`config.mk`:
```
export PLATFORM = sky130hd
export DESIGN_NAME = srp_router
export DESIGN_NICKNAME = d
export VERILOG_FILES = /design/src/srp_pkg.sv /design/src/srp_pin_sync.sv /design/src/srp_router.sv
export SDC_FILE = /design/constraint.sdc
export NUM_CORES = 1
export LEC_CHECK = 0
export BUFFER_PORTS_ARGS = -buffer_cell sky130_fd_sc_hd__buf_2
export CAP_MARGIN = 10
export CORE_MARGIN = 2
export CORE_UTILIZATION = 51
export DETAILED_ROUTE_END_ITERATION = 8
export PLACE_DENSITY = 0.92
export RECOVER_POWER = 50
export SLEW_MARGIN = 15
export SYNTH_ARGS = -nofsm -noshare
export SYNTH_HDL_FRONTEND = slang
export SYNTH_SLANG_ARGS = --single-unit
```
`constraint.sdc`:
```
create_clock -name pclk -period 2.3 [get_ports pclk]
set_clock_uncertainty 0.1 [all_clocks]
set_input_delay 0.23 -clock pclk [delete_from_list [all_inputs] [get_ports pclk]]
set_output_delay 0.23 -clock pclk [all_outputs]
set_load 0.01 [all_outputs]
```
`src/srp_pkg.sv`:
```
//==========================================================================
// How it works
// - Writing a port number 0 to 7 to the home-position port select puts the home-position signal on that output port.
// - Writing a port number 0 to 7 to the brake-control port select puts the brake-release signal on that output port.
// - Writing a port number 0 to 7 to the motion port select puts the motion signal on that output port.
// - The port number written selects the output port of the same index, so 1 selects output_port_one.
// - Routing settings live only in volatile flip-flops and are never copied to a nonvolatile_store.
// - Power-on, a program start by command or pin, or an alarm clear by command or pin returns every setting to its default.
// - Writing 1 to a signal's polarity flip inverts the level driven on the port that signal is routed to.
// - Direct on/off writes to a port that carries a routed signal are ignored for that port.
// - A read-only status word shows motion at bit 1, home-position at bit 4 and brake at bit 5, 1 while active.
package srp_pkg;

  //========================================================================
  // Register byte offsets
  localparam logic [11:0] OFS_HOME_SEL   = 12'h000;
  localparam logic [11:0] OFS_BRAKE_SEL  = 12'h004;
  localparam logic [11:0] OFS_MOTION_SEL = 12'h008;
  localparam logic [11:0] OFS_FLIP       = 12'h00c;
  localparam logic [11:0] OFS_DIRECT     = 12'h010;
  localparam logic [11:0] OFS_STATUS     = 12'h014;
  localparam logic [11:0] OFS_CMD        = 12'h018;

  //========================================================================
  // Field positions
  localparam int SIG_HOME       = 0;
  localparam int SIG_BRAKE      = 1;
  localparam int SIG_MOTION     = 2;
  localparam int STAT_MOTION    = 1;
  localparam int STAT_HOME      = 4;
  localparam int STAT_BRAKE     = 5;
  localparam int CMD_RESTORE    = 0;
  localparam int CMD_ALARM_CLR  = 1;
  localparam int CMD_PROG_START = 2;
  localparam int PIN_START      = 0;
  localparam int PIN_ALARM_CLR  = 1;

  //========================================================================
  // Values after reset and after a defaults restore
  localparam logic [2:0] SEL_DEFAULT    = 3'h0;
  localparam logic [2:0] ASSIGN_DEFAULT = 3'h0;
  localparam logic [2:0] FLIP_DEFAULT   = 3'h0;
  localparam logic [7:0] DIRECT_DEFAULT = 8'h00;

  //========================================================================
  // Internal status signals travel together
  typedef struct packed {
    logic motion;
    logic brake_release_signal;
    logic home_pos;
  } srp_status_s;

endpackage : srp_pkg

```
`src/srp_pin_sync.sv`:
```
`timescale 1ns/1ps
//==========================================================================
// Pin synchroniser: three stages, a change counts once stages two and
// three agree, and a one-cycle pulse marks each accepted rise.
module srp_pin_sync #(
  parameter int WIDTH = 2
) (
  // Clock and reset
  input  wire logic             pclk,
  input  wire logic             presetn,
  // Raw pins
  input  wire logic [WIDTH-1:0] pin_in,
  // Filtered level and rise pulse
  output logic      [WIDTH-1:0] level,
  output logic      [WIDTH-1:0] rise
);

  typedef struct packed {
    logic [WIDTH-1:0] s1;
    logic [WIDTH-1:0] s2;
    logic [WIDTH-1:0] s3;
    logic [WIDTH-1:0] stable;
    logic [WIDTH-1:0] rise;
  } srp_sync_s;

  srp_sync_s st_ff;
  srp_sync_s nxt_st;

  // Stage one feeds only stage two, so no logic sees a metastable value
  always_comb begin
    nxt_st        = st_ff;
    nxt_st.s1     = pin_in;
    nxt_st.s2     = st_ff.s1;
    nxt_st.s3     = st_ff.s2;
    nxt_st.stable = (st_ff.s2 == st_ff.s3) ? st_ff.s3 : st_ff.stable;
    nxt_st.rise   = nxt_st.stable & ~st_ff.stable;
  end

  // State register
  always_ff @(posedge pclk or negedge presetn) begin
    if (!presetn) begin
      st_ff <= '0;
    end else begin
      st_ff <= nxt_st;
    end
  end

  assign level = st_ff.stable;
  assign rise  = st_ff.rise;

endmodule : srp_pin_sync

```
`src/srp_router.sv`:
```
`timescale 1ns/1ps
//==========================================================================
// Status output port router: places home-position, brake and motion
// status onto any of eight general output ports, APB programmed.
module srp_router #(
  parameter int NPORT = 8
) (
  // Clock and reset
  input  wire logic                pclk,
  input  wire logic                presetn,
  // APB slave
  input  wire logic                psel,
  input  wire logic                penable,
  input  wire logic                pwrite,
  input  wire logic [11:0]         paddr,
  input  wire logic [31:0]         pwdata,
  output logic      [31:0]         prdata,
  output logic                     pready,
  output logic                     pslverr,
  // Internal status signals, same clock
  input  wire srp_pkg::srp_status_s status_in,
  // Pins: program start and alarm clear inputs
  input  wire logic                program_start_input,
  input  wire logic                alarm_clear_input,
  // General output ports
  output logic      [NPORT-1:0]    gen_out
);

  //========================================================================
  // State
  typedef struct packed {
    logic [2:0][2:0]   sel;
    logic [2:0]        assigned;
    logic [2:0]        flip;
    logic [NPORT-1:0]  direct;
    logic [NPORT-1:0]  port;
    logic [31:0]       rdata;
    logic              err;
  } srp_state_s;

  srp_state_s       st_ff;
  srp_state_s       nxt_st;
  logic [1:0]       pin_rise;
  logic [2:0]       active;
  logic [NPORT-1:0] routed;
  logic             wr_acc;
  logic             rd_setup;
  logic             restore;
  logic [31:0]      status_word;
  logic             addr_ok;

  // One-hot of a port number; used for every routed signal
  function automatic logic [NPORT-1:0] port_onehot(input logic [2:0] num);
    logic [NPORT-1:0] oh;
    oh      = '0;
    oh[num] = 1'b1;
    return oh;
  endfunction : port_onehot

  //========================================================================
  // Pin inputs cross into the clock domain
  srp_pin_sync #(
    .WIDTH (2)
  ) u_pin_sync (
    .pclk    (pclk),
    .presetn (presetn),
    .pin_in  ({alarm_clear_input, program_start_input}),
    .level   (),
    .rise    (pin_rise)
  );

  //========================================================================
  // Bus decode; zero wait states keep the slave simple
  assign pready   = 1'b1;
  assign wr_acc   = psel && penable && pwrite;
  assign rd_setup = psel && !penable && !pwrite;
  assign addr_ok  = (paddr == srp_pkg::OFS_HOME_SEL) || (paddr == srp_pkg::OFS_BRAKE_SEL)
                 || (paddr == srp_pkg::OFS_MOTION_SEL) || (paddr == srp_pkg::OFS_FLIP)
                 || (paddr == srp_pkg::OFS_DIRECT) || (paddr == srp_pkg::OFS_STATUS)
                 || (paddr == srp_pkg::OFS_CMD);

  // Status vector indexed by signal number
  assign active = {status_in.motion, status_in.brake_release_signal, status_in.home_pos};

  // Read-only status word
  always_comb begin
    status_word                      = '0;
    status_word[srp_pkg::STAT_MOTION] = status_in.motion;
    status_word[srp_pkg::STAT_HOME]   = status_in.home_pos;
    status_word[srp_pkg::STAT_BRAKE]  = status_in.brake_release_signal;
  end

  // Any of the default-restoring events; a restore beats a same-cycle write
  assign restore = pin_rise[srp_pkg::PIN_START] || pin_rise[srp_pkg::PIN_ALARM_CLR]
                || (wr_acc && (paddr == srp_pkg::OFS_CMD)
                    && (pwdata[srp_pkg::CMD_RESTORE] || pwdata[srp_pkg::CMD_ALARM_CLR]
                        || pwdata[srp_pkg::CMD_PROG_START]));

  //========================================================================
  // Next state: settings, port levels and read data
  always_comb begin
    nxt_st = st_ff;
    routed = '0;
    // Settings are held in flops only; nothing here reaches a store
    if (wr_acc) begin
      case (paddr)
        srp_pkg::OFS_HOME_SEL: begin
          nxt_st.sel[srp_pkg::SIG_HOME]      = pwdata[2:0];
          nxt_st.assigned[srp_pkg::SIG_HOME] = 1'b1;
        end
        srp_pkg::OFS_BRAKE_SEL: begin
          nxt_st.sel[srp_pkg::SIG_BRAKE]      = pwdata[2:0];
          nxt_st.assigned[srp_pkg::SIG_BRAKE] = 1'b1;
        end
        srp_pkg::OFS_MOTION_SEL: begin
          nxt_st.sel[srp_pkg::SIG_MOTION]      = pwdata[2:0];
          nxt_st.assigned[srp_pkg::SIG_MOTION] = 1'b1;
        end
        srp_pkg::OFS_FLIP: begin
          // Order of select and flip writes is left to software
          nxt_st.flip = pwdata[2:0];
        end
        default: begin
        end
      endcase
    end
    // Ports owned by a routed signal; later signals win a shared port
    for (int i = 0; i < 3; i++) begin
      if (st_ff.assigned[i]) begin
        routed = routed | port_onehot(st_ff.sel[i]);
      end
    end
    // Direct writes only land on ports nobody routes to
    if (wr_acc && (paddr == srp_pkg::OFS_DIRECT)) begin
      nxt_st.direct = (st_ff.direct & routed) | (pwdata[NPORT-1:0] & ~routed);
    end
    // Port levels
    nxt_st.port = st_ff.direct;
    for (int i = 0; i < 3; i++) begin
      if (st_ff.assigned[i]) begin
        nxt_st.port[st_ff.sel[i]] = active[i] ^ st_ff.flip[i];
      end
    end
    // Read data is captured in the setup phase; selects and flips read zero
    nxt_st.rdata = '0;
    nxt_st.err   = 1'b0;
    if (psel && !penable) begin
      nxt_st.err = !addr_ok;
    end else if (psel) begin
      nxt_st.err = st_ff.err;
    end
    if (rd_setup) begin
      if (paddr == srp_pkg::OFS_STATUS) begin
        nxt_st.rdata = status_word;
      end else if (paddr == srp_pkg::OFS_DIRECT) begin
        nxt_st.rdata[NPORT-1:0] = st_ff.port;
      end
    end else if (psel) begin
      nxt_st.rdata = st_ff.rdata;
    end
    if (restore) begin
      nxt_st.sel      = {3{srp_pkg::SEL_DEFAULT}};
      nxt_st.assigned = srp_pkg::ASSIGN_DEFAULT;
      nxt_st.flip     = srp_pkg::FLIP_DEFAULT;
      nxt_st.direct   = srp_pkg::DIRECT_DEFAULT;
    end
  end

  // State register; power-on defaults come from the reset
  always_ff @(posedge pclk or negedge presetn) begin
    if (!presetn) begin
      st_ff          <= '0;
      st_ff.sel      <= {3{srp_pkg::SEL_DEFAULT}};
      st_ff.assigned <= srp_pkg::ASSIGN_DEFAULT;
      st_ff.flip     <= srp_pkg::FLIP_DEFAULT;
      st_ff.direct   <= srp_pkg::DIRECT_DEFAULT;
    end else begin
      st_ff <= nxt_st;
    end
  end

  assign gen_out = st_ff.port;
  assign prdata  = st_ff.rdata;
  assign pslverr = psel && penable && st_ff.err;

  //========================================================================
  // Checks
  logic home_owns;
  logic brake_owns;
  logic motion_owns;
  assign motion_owns = st_ff.assigned[2];
  assign brake_owns  = st_ff.assigned[1] && !(st_ff.assigned[2] && st_ff.sel[2] == st_ff.sel[1]);
  assign home_owns   = st_ff.assigned[0] && !(st_ff.assigned[2] && st_ff.sel[2] == st_ff.sel[0])
                    && !(st_ff.assigned[1] && st_ff.sel[1] == st_ff.sel[0]);
endmodule : srp_router

```
==> flow_metrics.py <==
metrics = {
    "cts": {
        "cts_resized": 0,
        "clock-sinks": 50,
        "ctsHtreeMaxLevel": 2,
        "clk_path_buf_depth": 2,
        "clkSlewWorstSetupHoldPaths_ns": 0.09,
        "worst_skew_pair.late_latency_ns": 0.31,
        "cts_setup_buffers": 0,
        "ctsHoldBuffers": 3,
        "cts_tree": "done",
        "cts_buffers": 5,
        "cts-root-buf": "clkbuf_8",
    },
    "final_layout": {
        "area_growth_pct": 8.694,
        "final_nets": 400,
        "drive_above_1_share": 0.2017,
        "antenna_cells": 0,
    },
    "worst_hold_path": {
        "min_path_type": "input pin to flip-flop",
    },
    "timing": {
        "finalHoldViolations": 0,
        "fin_crit_sh": 0.7945,
        "holdWs_ns": 0.06911,
        "final-setup-viol-count": 0,
        "finalSetupTns_ns": 0,
        "finalMaxSlewViolations": 0,
        "relSlewSlack": 0.3899,
        "grt_setup_unrepaired": "false",
        "tightest_slew_ns": 0.9151,
        "setup_slack_ns": 0.4727,
        "min_period_ns": 1.827,
        "fmax_mhz": 547.2,
    },
    "power_and_ir_drop": {
        "irDropWorstVdd_mv": 0.4357,
        "p_clk_frac": 0.344,
        "power_switching_share": 0.2464,
        "finalPower_uw": 1622,
        "seqPwrFrac": 0.556,
        "p_leak_uw": 0.001412,
        "p_sw_uw": 399.6,
        "internal_power_uw": 1222,
        "cellPowerDensity_nw_per_um2": 500.9,
        "comb_power_share": 0.100,
    },
    "synth": {
        "yosys-top-cells-area": "dfrtp_1, buf_4, a21oi_1, mux2i_1, nand3_1",
        "synth-seq-cells": 50,
        "synth-edff-count": 0,
        "synth_cell_type_count": 38,
        "yosys_warnings": 0,
        "syn_area_um2": 2979,
        "avgSynthCellArea_um2": 9.768,
        "yosysTopAreaCell": "dfrtp_1",
        "yosysMostFrequentCell": "dfrtp_1",
        "yosys-top-cells-count": "dfrtp_1, buf_4, a21oi_1",
        "netlist_instances": 305,
        "synth_top_area_share": 0.4200,
        "synthFlopType": "dfrtp_1",
        "ys_seq_area_frac": 0.4200,
        "async_reset_ff_frac": 1.000,
    },
    "route": {
        "route.detailed.wl_per_inst_um": 16.33,
        "vias": 2506,
        "ant_nets": 0,
        "drtPass1Iterations": 5,
        "drt_iter0_markers": 299,
        "totalWireLength_um": 6844,
        "viasPerCell": 5.981,
        "drcViolationCount": 0,
    },
    "worst_setup_path": {
        "cp_data_arrival_time_ns": 1.91,
        "cp_max_fo": 8,
        "path_class": "input pin to flip-flop",
        "end_kind": "flip-flop",
        "critical_path_required_ns": 2.38,
        "start_kind": "input pin",
    },
    "grt": {
        "grt_pass1_wl_um": 10870,
        "grt_max_degree": 38,
        "grt_pass1_vias": 2379,
        "grtUsageTotal": 0.2211,
        "overflow": 0,
        "antenna_found_initial": 0,
    },
    "floorplan": {
        "initial_core_util": 0.5345,
        "dieHeight_um": 80.43,
        "rows": 27,
        "die_width_um": 80.43,
        "design.core.area_um2": 5574,
        "ios": 96,
        "die_area_um2": 6469,
    },
    "placement": {
        "gp_congestion": 0.9543,
        "port_buffers": 46,
        "hpwl_um": 4962,
        "pre_cts_ws_ns": 0.1767,
    },
    "run": {
        "maxCapViolations": 0,
    },
    "outcome": {
        "status": "completed",
    },
}
critical path: stages:
cell	delay, ns
buf_2	0.11
or4_4	0.57
or4_4	0.65
o41ai_2	0.24
a21oi_1	0.11
cell families (layout without fill, tap and decap cells):
family	after synthesis	in the layout	synth area share
DFF	50	50	0.4200
buffers and inverters	51	70	0.1197
other	2	25	0.002521
xor gates and xnor gates	5	5	0.01470
AOI/OAI and AO/OA	67	67	0.1407
and+or+nand+nor	111	111	0.2352
muxes	19	19	0.06720
through the flow:
stage	util	instance area, µm²	cells
after global routing	0.5809	3238	419
after floorplan	-	3065	328
final	0.5809	3238	419
after detailed placement	0.5603	3123	408
after global placement	0.5603	3123	408
after CTS	0.5845	3258	419
final cells by class:
cell class,instances,area [µm²]
clock buffer,7,96.34
multi-input combinational,227,1458
clock inverter,1,8.758
sequential,50,1251
inverter,1,3.754
tap,72,90.09
fill,483,2336
timing repair buffer,61,330.3
cells in the final DEF (no fill, tap or decap), drive strengths merged, types with 6 or more instances in the layout:
master and instances:
nand4 12, nor4bb 6, buf 41, nor2 18
o21ai 19, clkbuf 24, mux2 8, dfrtp 50
conb 25, a21oi 35, nand4b 10, nand3 22
nor3 10, mux2i 11, and3 8
state kept, by name, summed over array words and instances, names as in the netlist:
| name | cells |
|---|---|
| motion_owns | 1 |
| u_pin_sync.st_ff | 2 |
| st_ff | 23 |
| gen_out | 8 |
| u_pin_sync.nxt_st | 4 |
| prdata | 8 |
| u_pin_sync.level | 2 |
| u_pin_sync.rise | 2 |
power groups by stage:
| stage | Sequential, µW | Combinational (µW) | Clock (µW) |
|---|---|---|---|
| 6_report | 902 | 162 | 558 |
| 2_1_floorplan | 917 | 109 | 0 |
| 3_5_place_dp | 919 | 157 | 0 |
| 4_1_cts | 902 | 161 | 574 |
| 5_1_grt | 904 | 180 | 619 |
| 3_3_place_gp | 918 | 154 | 0 |
routing by layer:
layer | part of all wire | global-route usage | wire length [µm] | vias up
met3 | 0.088 | 0.04944 | 599 | 21
met1 | 0.40 | 0.2625 | 2747 | 1189
met5 | 0 | 0 | 0 | -
li1 | - | - | - | 1157
met4 | 0.025 | 0.1153 | 172 | 0
met2 | 0.49 | 0.3725 | 3325 | 139
final timing paths:
kind                                                     start                             end  slack [ns]  cells after the start
worst max-delay path                                  paddr[1]           st_ff[42]$_DFFE_PN0P_        0.47                      5
worst min-delay path                                 pwdata[5]           st_ff[46]$_DFFE_PN0P_        0.07                      3
worst max register to register         motion_owns$_DFFE_PN0P_            gen_out[4]$_DFF_PN0_        0.48                      2
worst min register to register  u_pin_sync.nxt_st[6]$_DFF_PN0_  u_pin_sync.nxt_st[4]$_DFF_PN0_        0.26                      0
max in group asynchronous                              presetn            st_ff[0]$_DFFE_PN0P_        0.88                      3
min in group asynchronous                              presetn           prdata[4]$_DFFE_PN0P_        0.48                      2
Note: power is estimated with default switching activity, not from simulation.
